===== config.mk =====
export PLATFORM = sky130hd
export DESIGN_NAME = sac_ctrl
export DESIGN_NICKNAME = d
export VERILOG_FILES = /design/src/hw/sac_pkg.sv /design/src/hw/sac_ctrl.sv
export SDC_FILE = /design/constraint.sdc
export NUM_CORES = 1
export LEC_CHECK = 0
export ABC_AREA = 1
export BUFFER_PORTS_ARGS = -buffer_cell sky130_fd_sc_hd__clkbuf_2
export CAP_MARGIN = 10
export CORE_MARGIN = 3
export CORE_UTILIZATION = 50
export CTS_BUF_LIST = sky130_fd_sc_hd__clkbuf_16
export DETAILED_ROUTE_END_ITERATION = 8
export PLACE_DENSITY = 0.82
export SETUP_SLACK_MARGIN = 0.2
export SLEW_MARGIN = 20
export SYNTH_ARGS = -nofsm -noshare
export SYNTH_HDL_FRONTEND = slang
export SYNTH_SLANG_ARGS = --single-unit
export TNS_END_PERCENT = 5

===== constraint.sdc =====
create_clock -name mclk -period 1.66 [get_ports mclk]
set_input_delay 0.415 -clock mclk [delete_from_list [all_inputs] [get_ports mclk]]
set_output_delay 0.415 -clock mclk [all_outputs]
set_load 0.03 [all_outputs]

===== src/hw/sac_pkg.sv =====
// Shared constants and types for the successive-approximation conversion control.
package sac_pkg;

  // Result width and the conversion clock edge budget.
  localparam int unsigned RES_W         = 12;
  localparam int unsigned SETTLE_EDGES  = 3;
  localparam int unsigned EDGES_PER_BIT = 2;
  localparam int unsigned CONV_EDGES    = SETTLE_EDGES + EDGES_PER_BIT * RES_W;
  localparam int unsigned CONV_MIN_PER  = 26;
  localparam int unsigned CONV_MAX_PER  = 28;

  // Time limits, in their own units, and the derived cycle counts at mclk.
  localparam int unsigned MCLK_PERIOD_NS = 20;
  localparam int unsigned CONV_MAX_NS    = 12000;
  localparam int unsigned CONV_MAX_CYC   = CONV_MAX_NS / MCLK_PERIOD_NS;

  // Values after reset, and the midscale first trial code.
  localparam logic [11:0] RESULT_RST = 12'h000;
  localparam logic [11:0] TRIAL_MSB  = 12'h800;
  localparam logic [4:0]  EDGE_CNT_RST = 5'h00;
  // Synchroniser reset: select and read sit at their idle high level.
  localparam logic [4:0]  PIN_SYNC_RST = 5'h06;

  // Sequencer states.
  typedef enum logic [1:0] {
    sac_idle,
    sac_settle,
    sac_trial
  } sac_state_t;

endpackage : sac_pkg


===== src/hw/sac_ctrl.sv =====
// Conversion sequencer, result holder and read port of a 12-bit successive-approximation converter.
`timescale 1ns/1ps
`default_nettype none

module sac_ctrl
  import sac_pkg::*;
#(
  parameter int unsigned RW = sac_pkg::RES_W
) (
  // Clock and reset.
  input  wire logic          mclk,
  input  wire logic          rst,
  // Pins from the host side.
  input  wire logic          convert_start,
  input  wire logic          conversion_clock,
  input  wire logic          cs_n,
  input  wire logic          rd_n,
  // Status and result pins.
  output logic               busy_n,
  output logic [RW-1:0]      result_bus_o,
  output logic               result_bus_oe,
  // Analog core: comparator, trial code and track/hold control.
  input  wire logic          cmp_i,
  output logic [RW-1:0]      dac_code_o,
  output logic               hold_o
);
  import sac_pkg::*;

  //////////////////////////////////////////////////////////////////////////////
  // Pin synchronisers.

  localparam int unsigned NSYNC = 5;

  logic [NSYNC-1:0] pin_raw;
  logic [NSYNC-1:0] sync1_r;
  logic [NSYNC-1:0] sync2_r;
  logic             cvs_prev_r;
  logic             ck_prev_r;
  logic             cvs_edge;
  logic             ck_edge;
  logic             cmp_s;
  logic             rd_req;

  assign pin_raw = {convert_start, conversion_clock, cs_n, rd_n, cmp_i};

  // Every pin is foreign to mclk, so each passes two flops before use.
  always_ff @(posedge mclk or posedge rst) begin
    if (rst) begin
      // Idle levels, so select and read never look active just after reset.
      sync1_r <= PIN_SYNC_RST;
      sync2_r <= PIN_SYNC_RST;
    end else begin
      sync1_r <= pin_raw;
      sync2_r <= sync1_r;
    end
  end

  // Edge detectors look only at the second stage.
  always_ff @(posedge mclk or posedge rst) begin
    if (rst) begin
      cvs_prev_r <= 1'b0;
      ck_prev_r  <= 1'b0;
    end else begin
      cvs_prev_r <= sync2_r[4];
      ck_prev_r  <= sync2_r[3];
    end
  end

  // The start edge is sampled against mclk, not the conversion clock.
  assign cvs_edge = sync2_r[4] & ~cvs_prev_r;
  assign ck_edge  = sync2_r[3] & ~ck_prev_r;
  assign cmp_s    = sync2_r[0];
  assign rd_req   = ~sync2_r[2] & ~sync2_r[1];

  //////////////////////////////////////////////////////////////////////////////
  // Conversion sequencer.

  sac_state_t        st_r;
  logic [4:0]        set_cnt_r;
  logic [3:0]        bit_r;
  logic              half_r;
  logic [RW-1:0]     sar_r;
  logic [RW-1:0]     result_r;
  logic              busy_n_r;
  logic              hold_r;
  logic              done;

  assign done = (st_r == sac_trial) && ck_edge && half_r && (bit_r == 4'h0);

  // A start edge during a conversion is ignored; restarting mid-way would
  // corrupt the held sample, and the host is not meant to do it.
  always_ff @(posedge mclk or posedge rst) begin
    if (rst) begin
      st_r      <= sac_idle;
      set_cnt_r <= EDGE_CNT_RST;
      bit_r     <= 4'h0;
      half_r    <= 1'b0;
      sar_r     <= RESULT_RST;
    end else begin
      unique case (st_r)
        sac_idle: begin
          if (cvs_edge) begin
            st_r      <= sac_settle;
            set_cnt_r <= EDGE_CNT_RST;
          end
        end
        sac_settle: begin
          // Settle edges let the held sample and comparator settle.
          if (ck_edge) begin
            if (set_cnt_r == 5'(SETTLE_EDGES - 1)) begin
              st_r   <= sac_trial;
              sar_r  <= TRIAL_MSB[RW-1:0];
              bit_r  <= 4'(RW - 1);
              half_r <= 1'b0;
            end else begin
              set_cnt_r <= set_cnt_r + 5'h01;
            end
          end
        end
        sac_trial: begin
          // Two conversion clock edges per bit: DAC settles, then decide.
          if (ck_edge) begin
            if (!half_r) begin
              half_r <= 1'b1;
            end else begin
              half_r       <= 1'b0;
              sar_r[bit_r] <= cmp_s;
              if (bit_r == 4'h0) begin
                st_r <= sac_idle;
              end else begin
                sar_r[bit_r - 4'h1] <= 1'b1;
                bit_r               <= bit_r - 4'h1;
              end
            end
          end
        end
      endcase
    end
  end

  //////////////////////////////////////////////////////////////////////////////
  // Status, track/hold and result.

  // Busy falls and hold engages on the very cycle after the start edge.
  always_ff @(posedge mclk or posedge rst) begin
    if (rst) begin
      busy_n_r <= 1'b1;
      hold_r   <= 1'b0;
    end else if (st_r == sac_idle && cvs_edge) begin
      busy_n_r <= 1'b0;
      hold_r   <= 1'b1;
    end else if (done) begin
      busy_n_r <= 1'b1;
      hold_r   <= 1'b0;
    end
  end

  // The result only changes at the end of a conversion, so a late reader
  // never sees a half-built code. Codes pass straight through.
  always_ff @(posedge mclk or posedge rst) begin
    if (rst) begin
      result_r <= RESULT_RST[RW-1:0];
    end else if (done) begin
      result_r <= {sar_r[RW-1:1], cmp_s};
    end
  end

  // Drivers are enabled only while idle and selected for read.
  always_ff @(posedge mclk or posedge rst) begin
    if (rst) begin
      result_bus_oe <= 1'b0;
    end else begin
      // A start edge shuts them at once, so none stand in a conversion's first cycle.
      result_bus_oe <= rd_req && busy_n_r && !done && st_r == sac_idle && !cvs_edge;
    end
  end

  // Outputs come from flops.
  assign busy_n       = busy_n_r;
  assign hold_o       = hold_r;
  assign dac_code_o   = sar_r;
  assign result_bus_o = result_r;

  //////////////////////////////////////////////////////////////////////////////
  // Checks.

  localparam int unsigned EMIN = CONV_MIN_PER;
  localparam int unsigned EMAX = CONV_MAX_PER;

  logic [5:0]  ck_seen_r;
  logic [10:0] mcyc_r;

  // Helper counters of conversion clock edges and mclk cycles per conversion.
  always_ff @(posedge mclk or posedge rst) begin
    if (rst) begin
      ck_seen_r <= 6'h00;
      mcyc_r    <= 11'h000;
    end else if (st_r == sac_idle && cvs_edge) begin
      ck_seen_r <= 6'h00;
      mcyc_r    <= 11'h000;
    end else if (!busy_n_r) begin
      ck_seen_r <= ck_seen_r + {5'h00, ck_edge};
      mcyc_r    <= mcyc_r + 11'h001;
    end
  end
endmodule : sac_ctrl
`default_nettype wire


==> Word level (Yosys, flattened, before mapping) <==
Cells that the tools add are included.
{ "word_totals": {"out_inout_bits": 27, "input_bits": 7, "reg_bits": 51, "word_cells": 97} }
{ "classes": {"n_reduce_logical": 22, "n_bitwise": 8, "n_mux": 37, "addsub": 2, "n_eq_ne": 11, "order_cmp": 4} }
{ "ops": {"columns": ["operator", "count"], "rows": [
  ["12-bit 2-to-1 mux", 5],
  ["12-bit one-hot mux with 2 select lines", 1],
  ["4-bit 2-to-1 mux", 5],
  ["5-bit 2-to-1 mux", 3],
  ["2-bit != test (second input constant)", 7],
  ["12-bit bitwise mux", 1],
  ["2-bit 2-to-1 mux", 6],
  ["12-bit OR", 1],
  ["6-bit AND reduction", 2],
  ["1-bit logical AND", 10],
  ["4-bit by 5-bit < comparator with 1-bit output (second input constant)", 2],
  ["1-bit 2-to-1 mux", 10],
  ["5-bit one-hot mux with 2 select lines", 1],
  ["1-bit demux with 4-bit select", 2],
  ["4-bit by 1-bit >= comparator with 1-bit output (second input constant)", 2],
  ["4-bit one-hot mux with 2 select lines", 1],
  ["4-bit AND reduction", 2],
  ["2-bit one-hot mux with 3 select lines", 1],
  ["2-bit nonzero test", 3],
  ["5-bit by 1-bit adder with 5-bit output (second input constant)", 1],
  ["5-bit by 2-bit == test with 1-bit output (second input constant)", 1],
  ["5-bit AND reduction", 1],
  ["4-bit zero test", 1],
  ["1-bit NOT", 4],
  ["other kinds (8)", 11]
]} }

==> Depth between registers and ports, before layout <==
Gate-level depths: netlist of the first run.
{ "depth": {"ltp_word": 10, "ltp_mapped": 12, "ltp_nobuf": 11} }

==> Worst setup path after synthesis of the first run <==
OpenSTA, ideal clock, no wires.
{ "synth_timing": {"path_type": "register to register", "startpoint": "register bit_r[0]", "endpoint": "register result_r[0] (netlist: result_bus_o[0])", "arrival_time_ns": 1.574, "period_less_slack_ns": 1.693, "n_path_buf": 1, "path_stages_with_launch": 11, "setup_slack_ns": -0.033, "cell_sequence": "dfrtp_1 -> inv_1 -> ha_1 -> nand2_4 -> nor2_4 -> nand2_2 -> nor3_4 -> inv_2 -> buf_6 -> nand2_1 -> o21ai_2"} }
{ "synth_via": {"elab_chain_len": 2} }
{ "synth_lines": {"columns": ["item", "line_no", "rtl"], "rows": [
  ["from (decl)", "sac_ctrl.sv:80", "logic [3:0] bit_r;"],
  ["from (signal assigned)", "sac_ctrl.sv:113", "bit_r <= 4'(RW - 1);"],
  ["from (signal assigned)", "sac_ctrl.sv:132", "bit_r <= bit_r - 4'h1;"],
  ["4-bit zero test", "sac_ctrl.sv:88", "assign done = (st_r == sac_trial) && ck_edge && half_r && (bit_r == 4'h0);"],
  ["1-bit logical AND", "sac_ctrl.sv:88", null],
  ["to (signal assigned)", "sac_ctrl.sv:162", "result_r <= RESULT_RST[RW-1:0];"],
  ["to (signal assigned)", "sac_ctrl.sv:164", "result_r <= {sar_r[RW-1:1], cmp_s};"],
  ["to (decl)", "sac_ctrl.sv:83", "logic [RW-1:0] result_r;"]
]} }
Every way passes these cells.
A chain may end at the register's enable or synchronous reset.

==> Worst setup path after layout of the first run <==
{ "layout_timing": {"startpoint": "register st_r[0]", "endpoint": "register sar_r[10] (netlist: dac_code_o[10])"} }
{ "layout_via": {"elab_chain_len": 3, "elab_cells_between_ends": 9} }
{ "layout_lines": {"columns": ["item", "line_no", "rtl"], "rows": [
  ["from (decl)", "sac_ctrl.sv:78", "sac_state_t st_r;"],
  ["from (signal assigned)", "sac_ctrl.sv:94", "st_r <= sac_idle;"],
  ["from (signal assigned)", "sac_ctrl.sv:103", "st_r <= sac_settle;"],
  ["from (signal assigned)", "sac_ctrl.sv:111", "st_r <= sac_trial;"],
  ["2-bit by 1-bit == test with 1-bit output / 2-bit == test (equally long branches)", "sac_ctrl.sv:100", "unique case (st_r)"],
  ["2-bit != test (no source line) / 2-bit nonzero test (equally long branches)", null, null],
  ["5-bit AND reduction (no source line)", null, null],
  ["to (signal assigned)", "sac_ctrl.sv:112", "sar_r <= TRIAL_MSB[RW-1:0];"],
  ["to (signal, indexed assignment)", "sac_ctrl.sv:127", "sar_r[bit_r] <= cmp_s;"],
  ["to (decl)", "sac_ctrl.sv:82", "logic [RW-1:0] sar_r;"]
]} }
Parallel ways exist; a longest one is shown, timed or not.

==> results of run 1 <==
[worst max-delay path, delay by kind of cell, from the launching register on]
family        cells  cell delay, ns
simple gates      6            0.43
flops             1            0.44
fa+ha+maj         1            0.15
buf+inv           5            0.45
[layout make-up]
class                   instances  share of cell area, %
repair inverters                1                  0.238
clock inverters                 3                  0.634
inverters                      40                   5.35
well taps                      67                   2.66
multi-input cells             211                   36.8
clock buffers                   5                   3.97
repair buffers                 49                   9.67
flip-flops and latches         51                   40.7
[kinds of logic (layout without fill, tap and decap cells)]
group                      count (synthesis)  after routing  synth area share [%]
DFF                                       51             51                  50.0
xor gates and xnor gates                   3              3                  1.03
buffers and inverters                     47             98                  8.35
AOI/OAI and AO/OA                         43             44                  10.2
adders and majority gates                 11             11                  5.37
and+or+nand+nor                          153            153                  25.0
[power breakdown]
part	switching (mW)	internal, mW	total [mW]
Sequential	0.215	1.45	1.67
Clock	0.451	0.556	1.01
Combinational	1.65	0.876	2.53
[routing by layer]
layer	vias up	track usage, %	wire length [um]
met1	997	27.3	2440
li1	1072	-	-
met4	0	10.5	209
met3	18	4.52	343
met5	-	0	0
met2	79	32.9	2700
[cell usage in the layout, fill, tap and decap left out, types with 2 or more instances in the layout]
cell type,n
nand2_1,101
dfrtp_1,45
clkbuf_2,33
inv_1,28
o21ai_0,27
nand3_1,24
nor2_1,13
buf_4,13
o21ai_2,12
ha_1,8
inv_2,7
nand2_2,5
dfstp_2,5
clkbuf_16,5
nand2_4,3
xor2_1,3
clkinvlp_4,3
ha_4,3
inv_4,2
nand4_1,2
inv_6,2
nor2_4,2
o21ai_1,2
buf_6,2
[timing repair]
item | CTS | global route
resized for setup | 21 | 12
cloned | 2 | 0
setup endpoints to repair | 38 | 40
pin swaps | 9 | 7
setup buffers | 5 | 1
[final timing paths]
path / startpoint / endpoint / slack, ns
max in group asynchronous: rst / sync1_r[1]$_DFF_PP1_ / 1.22
min: rst / result_bus_oe$_DFF_PP0_ / 0.16
max: st_r[0]$_DFFE_PP0P_ / dac_code_o[10]$_DFFE_PP0P_ / 0.08
max reg2reg: st_r[0]$_DFFE_PP0P_ / dac_code_o[10]$_DFFE_PP0P_ / 0.08
min in group mclk: cs_n / sync1_r[2]$_DFF_PP1_ / 0.21
min reg2reg: sync1_r[2]$_DFF_PP1_ / sync2_r[2]$_DFF_PP1_ / 0.35
[state kept, by name (all words and copies together) (netlist names)]
register / cells
bit_r: 4
busy_n: 1
ck_prev_r: 1
cvs_prev_r: 1
dac_code_o: 12
half_r: 1
hold_o: 1
result_bus_o: 12
result_bus_oe: 1
set_cnt_r: 5
st_r: 2
sync1_r: 5
sync2_r: 5
[metrics by stage]
stage / util (%) / instances / setup TNS (ns) / power (mW)
after floorplan: - / 308 / 0 / 3.18
after global placement: 58.9 / 411 / 0 / 3.70
after detailed placement: 58.9 / 411 / -0.0278 / 3.76
after CTS: 64.4 / 426 / 0 / 5.01
after global routing: 65.1 / 427 / -0.104 / 5.63
final: 65.1 / 427 / 0 / 5.20
==> results.sh, run 1 <==
export IMPL_status="finished, final reports clean"
export IMPL_grt_usage_pct=20.9
export IMPL_cts_sinks=51
export IMPL_startpoint_type="register"
export IMPL_die_y_um=77.6
export IMPL_grt_overflow_total=0
export IMPL_synth_edff_count=0
export IMPL_ff_latch_area_sq_um=1280
export IMPL_final_area_sq_um=3160
export IMPL_multi_input_area_sq_um=1160
export IMPL_nFillCells=393
export IMPL_slowest_stage="dfrtp_2"
export IMPL_area_growth_pct=23.1
export IMPL_cts_buffers=5
export IMPL_synthFlopType="dfrtp_1"
export IMPL_worst_slew_pin_slew_ns=0.350
export IMPL_drc=0
export IMPL_drive_gt1_share_pct=28.9
export IMPL_syn_cell_area_sq_um=2560
export IMPL_preCtsSetupSlack_ns=-0.0164
export IMPL_synth_area_leaders="dfrtp_1 45%, nand2_1 16%, o21ai_0 5.7%, inv_1 5.4%, ha_1 5.4%"
export IMPL_placed_cell_area_sq_um=2860
export IMPL_ios=34
export IMPL_wl_per_cell_um=13.3
export IMPL_end_kind="register"
export IMPL_dp_hpwl_mm=3.71
export IMPL_rsz0062_at_grt="true"
export IMPL_antenna_found_initial=0
export IMPL_drt_antenna_violating_nets=0
export IMPL_path_cells="inv_2, ha_4, inv_4, nand2_4, nand2_2, nand2_2, inv_2, nand4_1, buf_6, clkinvlp_4, nand2_1, nand2_1"
export IMPL_hold_ws_ns=0.164
export IMPL_postCtsHoldBufs=0
export IMPL_finalCritPeriodShare_pct=95.0
export IMPL_ys_seq_area_share_pct=50.0
export IMPL_h_tree_depth=2
export IMPL_coreArea_sq_um=4850
export IMPL_fin_ws_ns=0.0834
export IMPL_yosysMostFrequentCell="nand2_1"
export IMPL_arrival_ns=1.76
export IMPL_clockRootBuffer="clkbuf_16"
export IMPL_r2r_cells=12
export IMPL_yosys_top_cells_count="107 x nand2_1, 46 x dfrtp_1, 37 x inv_1"
export IMPL_async_flop_share_pct=100
export IMPL_vdd_drop_max_v=0.000879
export IMPL_initialDrtViolationCount=184
export IMPL_firstDrtPassIters=4
export IMPL_setup_viol=0
export IMPL_path_clk_slew_ns=0.07
export IMPL_final_nets=377
export IMPL_slew_headroom_pct=76.7
export IMPL_cp_max_fo=5
export IMPL_tritoncts="done"
export IMPL_avgSynthCellArea_sq_um=8.32
export IMPL_synth_nets=326
export IMPL_start_util_pct=52.9
export IMPL_period_minus_slack_ns=1.58
export IMPL_rows=25
export IMPL_die_w_um=77.6
export IMPL_grt_max_degree=52
export IMPL_syn_inst=308
export IMPL_ys_seq_elements=51
export IMPL_ys_warn_count=0
export IMPL_wl_mm=5.69
export IMPL_maxCapViolCount=0
export IMPL_vias_per_cell=5.07
export IMPL_yosys_area_top_type="dfrtp_1"
export IMPL_hold_viol=0
export IMPL_hp_class="input port to async pin"
export IMPL_grt_pass1_wl_mm=9.98
export IMPL_powerDensity_nw_per_um2=1650
export IMPL_max_freq_ghz=0.634
export IMPL_slew_viol_final=0
export IMPL_p_leak_nw=1.63
export IMPL_clock_latency_ns=0.29
export IMPL_first_global_vias=2176
export IMPL_io_buffers=33
export IMPL_crit_type="register to register"
export IMPL_die_area_sq_um=6020
export IMPL_skew_ns=0.00945
export IMPL_synth_distinct_cells=22
export IMPL_diodes=0
export IMPL_clk_path_buf_depth=2
export IMPL_vias=2166
export IMPL_crit_path_max_incr_delay_ns=0.44
export IMPL_gp_congestion=0.902
export IMPL_cp_data_required_time_ns=1.84
export IMPL_synth_top_cell_area_share_pct=44.9
Note: power is estimated with default switching activity, not from simulation.
==> run 2, diff against run 1 <==
MAX_ROUTING_LAYER = met4   (was unset)
RECOVER_POWER = 100   (was unset)
==> run 2 against run 1 <==
Against the previous run:
- the flow now finishes with violations (setup timing)
- sequential share of layout area up 0.45 points
- combinational power is essentially flat
- setup slack worse by 0.13 ns
- sequential power barely moved
- highest routed layer unchanged
- core utilization fell by 0.65 points
- final cell count up 0.23%
==> results.sh, run 2 (same netlist as run 1, synthesis figures left out) <==
export IMPL_vias=2148
export IMPL_switchingPower_mw=2.31
export IMPL_area_growth_pct=21.9
export IMPL_cp_max_fo=5
export IMPL_hold_ws_ns=0.196
export IMPL_die_y_um=77.6
export IMPL_powerDensity_nw_per_um2=1670
export IMPL_die_w_um=77.6
export IMPL_firstDrtPassIters=4
export IMPL_vdd_drop_max_v=0.00118
export IMPL_path_buf_inv=4
export IMPL_cts_buffers=5
export IMPL_wl_mm=5.66
export IMPL_internal_power_mw=2.90
export IMPL_crit_type="register to register"
export IMPL_first_global_vias=1984
export IMPL_io_buffers=33
export IMPL_fin_setup_tns_ns=-0.243
export IMPL_startpoint_type="register"
export IMPL_wl_per_cell_um=13.2
export IMPL_start_util_pct=52.9
export IMPL_hp_class="input port to register"
export IMPL_end_kind="register"
export IMPL_cp_data_required_time_ns=1.84
export IMPL_max_freq_ghz=0.587
export IMPL_clk_path_buf_depth=2
export IMPL_diodes=0
export IMPL_grt_max_degree=52
export IMPL_postCtsHoldBufs=0
export IMPL_skew_ns=0.00663
export IMPL_clock_latency_ns=0.29
export IMPL_initialDrtViolationCount=118
export IMPL_rows=25
export IMPL_p_comb_share_pct=48.0
export IMPL_grt_overflow_total=0
export IMPL_h_tree_depth=2
export IMPL_status="complete, but fails checks"
export IMPL_ios=34
export IMPL_drc=0
export IMPL_placed_cells=410
export IMPL_crit_path_max_incr_delay_ns=0.44
export IMPL_period_minus_slack_ns=1.70
export IMPL_final_common_cell="nand2_1"
export IMPL_grt_usage_pct=19.3
export IMPL_maxCapViolCount=0
export IMPL_setup_viol=10
export IMPL_gp_congestion=0.905
export IMPL_preCtsSetupSlack_ns=-0.0389
export IMPL_p_leak_nw=1.54
export IMPL_tritoncts="done"
export IMPL_cts_sinks=51
export IMPL_grt_pass1_wl_mm=9.09
export IMPL_fin_ws_ns=-0.0449
export IMPL_final_util_pct=64.4
export IMPL_final_nets=378
export IMPL_vias_per_cell=5.02
export IMPL_seq_power_share_pct=31.9
export IMPL_dp_hpwl_mm=3.65
export IMPL_path_cells="inv_2, ha_4, inv_2, nand2_2, nand2_2, nand2_2, inv_2, nand4_1, clkinvlp_4, nand2_1, nand2_1"
export IMPL_worst_slew_pin_slew_ns=1.20
export IMPL_slowest_stage="dfrtp_1"
export IMPL_coreArea_sq_um=4850
export IMPL_clockRootBuffer="clkbuf_16"
export IMPL_path_clk_slew_ns=0.07
export IMPL_antenna_found_initial=0
export IMPL_final_cell_count_no_fill=428
export IMPL_drt_antenna_violating_nets=0
export IMPL_multi_input_area_sq_um=1170
export IMPL_clkPwrFrac_pct=20.1
export IMPL_arrival_ns=1.89
export IMPL_violations="setup timing"
export IMPL_hold_viol=0
export IMPL_die_area_sq_um=6020
export IMPL_slew_viol_final=0
export IMPL_cp_top_family="simple AND/OR/NAND/NOR gates"
export IMPL_layout_common_cells="98 x nand2_1, 44 x dfrtp_1, 28 x inv_1"
export IMPL_ff_latch_area_sq_um=1280
export IMPL_nFillCells=388
export IMPL_finalCritPeriodShare_pct=103
export IMPL_drive_gt1_share_pct=24.1
export IMPL_slew_headroom_pct=19.7
export IMPL_switching_share_pct=44.3
export IMPL_rsz0062_at_grt="true"
-- run 2: cell types whose count changed in the layout (fill, tap and decap cells not counted), moves of 2 or more --
| cell | previous run | this run |
|---|---|---|
| clkbuf_1 | 0 | 27 |
| clkbuf_2 | 33 | 7 |
| buf_4 | 13 | 17 |
| nand2_2 | 5 | 9 |
| nand2_1 | 101 | 98 |
| buf_6 | 2 | 0 |
| ha_1 | 8 | 6 |
| ha_2 | 0 | 2 |
| inv_2 | 7 | 9 |
| nand3_1 | 24 | 22 |
| nand3_2 | 1 | 3 |
| o21ai_0 | 27 | 25 |
| o21ai_1 | 2 | 4 |
-- run 2: stage by stage --
| stage | area [sq um] | power [mW] |
|---|---|---|
| after global placement | 2850 | 3.67 |
| after global routing | 3120 | 5.59 |
| after floorplan | 2580 | 3.18 |
| after CTS | 3100 | 5.00 |
| final | 3120 | 5.21 |
| after detailed placement | 2850 | 3.73 |
-- run 2: per-layer routing --
layer,part of all wire [%],GRT usage [%],vias to the layer above,routed length [um]
li1,-,-,1066,-
met1,45,25.5,1010,2540
met2,48,29.8,63,2740
met3,5.1,3.94,9,289
met4,1.8,6.23,0,104
met5,0,-,-,0
-- run 2: area by class of cell --
cell class	instances	share of cell area, %
clock buffer	5	4.00
clock inverter	3	0.881
inverter	40	5.17
multi-input combinational	210	37.4
sequential	51	41.1
tap	67	2.68
timing repair buffer	51	8.45
timing repair inverter	1	0.240
-- run 2: path summary, 6_finish.rpt --
path                       cells after the start                            to                 start  slack [ns]
max                                           11     dac_code_o[1]$_DFFE_PP0P_   st_r[0]$_DFFE_PP0P_       -0.04
max reg2reg                                   11     dac_code_o[1]$_DFFE_PP0P_   st_r[0]$_DFFE_PP0P_       -0.04
min                                            1          sync1_r[1]$_DFF_PP1_                  rd_n        0.20
min in group asynchronous                      3  result_bus_o[11]$_DFFE_PP0P_                   rst        0.52
max in group asynchronous                      3           st_r[1]$_DFFE_PP0P_                   rst        0.33
min reg2reg                                    0          sync2_r[4]$_DFF_PP0_  sync1_r[4]$_DFF_PP0_        0.35
-- run 2: what timing repair did --
item | CTS | global route
pin swaps | 6 | 12
buffers inserted | 7 | 2
gates cloned | 1 | 0
resized for setup | 15 | 22
setup endpoints to repair | 39 | 40
-- run 2: power by group through the flow --
| stage | logic (mW) | clock network, mW | registers, mW |
|---|---|---|---|
| after floorplan | 1.41 | 0 | 1.77 |
| after global placement | 2.02 | 0 | 1.65 |
| after detailed placement | 2.08 | 0 | 1.65 |
| after CTS | 2.29 | 1.06 | 1.65 |
| after global routing | 2.78 | 1.12 | 1.69 |
| final | 2.50 | 1.05 | 1.66 |
==> run 3, diff against run 2 <==
BUFFER_PORTS_ARGS = unset   (was -buffer_cell sky130_fd_sc_hd__clkbuf_2)
DONT_BUFFER_PORTS = 1   (was unset)
PLACE_DENSITY = 0.68   (was 0.82)
==> run 3 against run 2 <==
Against the previous run:
- the flow now finishes without violations
- global-route usage is 0.45 points lower
- final cell count is 6.1% lower
- critical path depth is 1 lower
- maximum frequency is 9.9% higher
- wire length is 8.2% lower
- sequential cell count stayed put
- critical endpoint is now dac_code_o[9]$_DFFE_PP0P_
==> results.sh, run 3 (same netlist as run 1, synthesis figures left out) <==
export IMPL_die_w_um=77.6
export IMPL_hp_class="input port to register"
export IMPL_setup_viol=0
export IMPL_cp_max_fo=5
export IMPL_dp_hpwl_mm=3.45
export IMPL_end_kind="register"
export IMPL_start_util_pct=52.9
export IMPL_final_area_sq_um=2980
export IMPL_clk_path_buf_depth=2
export IMPL_placed_cell_area_sq_um=2720
export IMPL_preCtsSetupSlack_ns=0.0330
export IMPL_final_nets=352
export IMPL_grt_usage_pct=18.8
export IMPL_cts_sinks=51
export IMPL_drc=0
export IMPL_diodes=0
export IMPL_p_leak_nw=1.50
export IMPL_firstDrtPassIters=4
export IMPL_die_y_um=77.6
export IMPL_first_global_vias=1870
export IMPL_drive_gt1_share_pct=21.8
export IMPL_status="finished, final reports clean"
export IMPL_fin_setup_tns_ns=0
export IMPL_drt_antenna_violating_nets=0
export IMPL_max_freq_ghz=0.644
export IMPL_die_area_sq_um=6020
export IMPL_tritoncts="done"
export IMPL_slew_viol_final=0
export IMPL_hold_viol=0
export IMPL_clock_latency_ns=0.29
export IMPL_rsz0062_at_grt="true"
export IMPL_antenna_found_initial=0
export IMPL_io_buffers=0
export IMPL_grt_pass1_wl_mm=8.74
export IMPL_gp_congestion=0.827
export IMPL_period_minus_slack_ns=1.55
export IMPL_final_common_cell="nand2_1"
export IMPL_wl_mm=5.20
export IMPL_startpoint_type="register"
export IMPL_postCtsHoldBufs=0
export IMPL_coreArea_sq_um=4850
export IMPL_nFillCells=417
export IMPL_clockRootBuffer="clkbuf_16"
export IMPL_grt_overflow_total=0
export IMPL_path_clk_slew_ns=0.06
export IMPL_cts_buffers=5
export IMPL_wl_per_cell_um=12.9
export IMPL_finalCritPeriodShare_pct=93.5
export IMPL_h_tree_depth=2
export IMPL_slew_headroom_pct=19.5
export IMPL_rows=25
export IMPL_maxCapViolCount=0
export IMPL_layout_common_cells="97 x nand2_1, 45 x dfrtp_1, 39 x o21ai_0"
export IMPL_grt_max_degree=52
export IMPL_powerDensity_nw_per_um2=1700
export IMPL_arrival_ns=1.73
export IMPL_ios=34
export IMPL_vias=2008
export IMPL_crit_type="register to register"
export IMPL_vias_per_cell=5.00
export IMPL_initialDrtViolationCount=92
export IMPL_vdd_drop_max_v=0.000780
export IMPL_area_growth_pct=16.2
export IMPL_skew_ns=0.00309
export IMPL_cp_data_required_time_ns=1.84
export IMPL_hold_ws_ns=0.118
export IMPL_fin_ws_ns=0.108
export IMPL_worst_slew_pin_slew_ns=1.21
-- run 3: cell types whose count changed in the layout (fill, tap and decap cells not counted), sizes merged --
cell      change
buf           +4
clkbuf       -31
clkinv        +1
clkinvlp      -1
o21ai         +1
-- run 3: per-stage QoR --
stage | util [%] | total power, mW | cells
after floorplan | - | 3.18 | 308
after global placement | 56.1 | 3.68 | 382
after detailed placement | 56.1 | 3.69 | 382
after CTS | 61.1 | 4.91 | 398
after global routing | 61.4 | 5.46 | 402
final | 61.4 | 5.06 | 402
-- run 3: layout make-up --
type / instances / area, sq um / area share, %
timing repair buffer: 24 / 188 / 6.31
timing repair inverter: 1 / 7.51 / 0.252
clock buffer: 5 / 125 / 4.20
multi-input combinational: 211 / 1110 / 37.2
inverter: 40 / 164 / 5.51
tap: 67 / 83.8 / 2.82
sequential: 51 / 1280 / 43.1
clock inverter: 3 / 18.8 / 0.631
-- run 3: worst max-delay path, stage by stage (launching register included) --
cell,delay [ns]
dfrtp_1,0.43
inv_2,0.10
ha_4,0.15
buf_4,0.10
nand2_1,0.07
buf_6,0.13
nand4_1,0.09
buf_6,0.13
clkinvlp_4,0.12
nand2_1,0.08
nand2_1,0.04
-- run 3: worst paths after layout --
check	startpoint	endpoint	slack, ns	cells after the start
setup reg to reg	st_r[1]$_DFFE_PP0P_	dac_code_o[9]$_DFFE_PP0P_	0.11	10
setup / recovery	st_r[1]$_DFFE_PP0P_	dac_code_o[9]$_DFFE_PP0P_	0.11	10
hold reg to reg	sync1_r[4]$_DFF_PP0_	sync2_r[4]$_DFF_PP0_	0.35	0
hold / removal	rd_n	sync1_r[1]$_DFF_PP1_	0.12	0
max in group asynchronous	rst	bit_r[3]$_DFFE_PP0P_	0.43	2
min in group asynchronous	rst	result_bus_oe$_DFF_PP0_	0.42	2
-- run 3: repair_timing --
| action | in CTS | in global routing |
|---|---|---|
| gates cloned | 1 | 1 |
| pin swaps | 6 | 8 |
| gates resized for setup | 14 | 27 |
| setup endpoints to repair | 37 | 36 |
| buffers inserted | 7 | 3 |
-- run 3: power breakdown --
| part | internal (mW) | switching (mW) |
|---|---|---|
| sequential | 1.45 | 0.388 |
| combinational | 0.889 | 1.34 |
| clock | 0.558 | 0.434 |
| total | 2.90 | 2.16 |
-- run 3: per-layer routing --
| metal | GRT usage [%] | part of all wire (%) | vias to the layer above |
|---|---|---|---|
| li1 | - | - | 1021 |
| met3 | 5.34 | 5.8 | 9 |
| met5 | - | 0 | - |
| met4 | 7.12 | 1.7 | 0 |
| met1 | 24.6 | 49 | 927 |
| met2 | 27.8 | 44 | 51 |
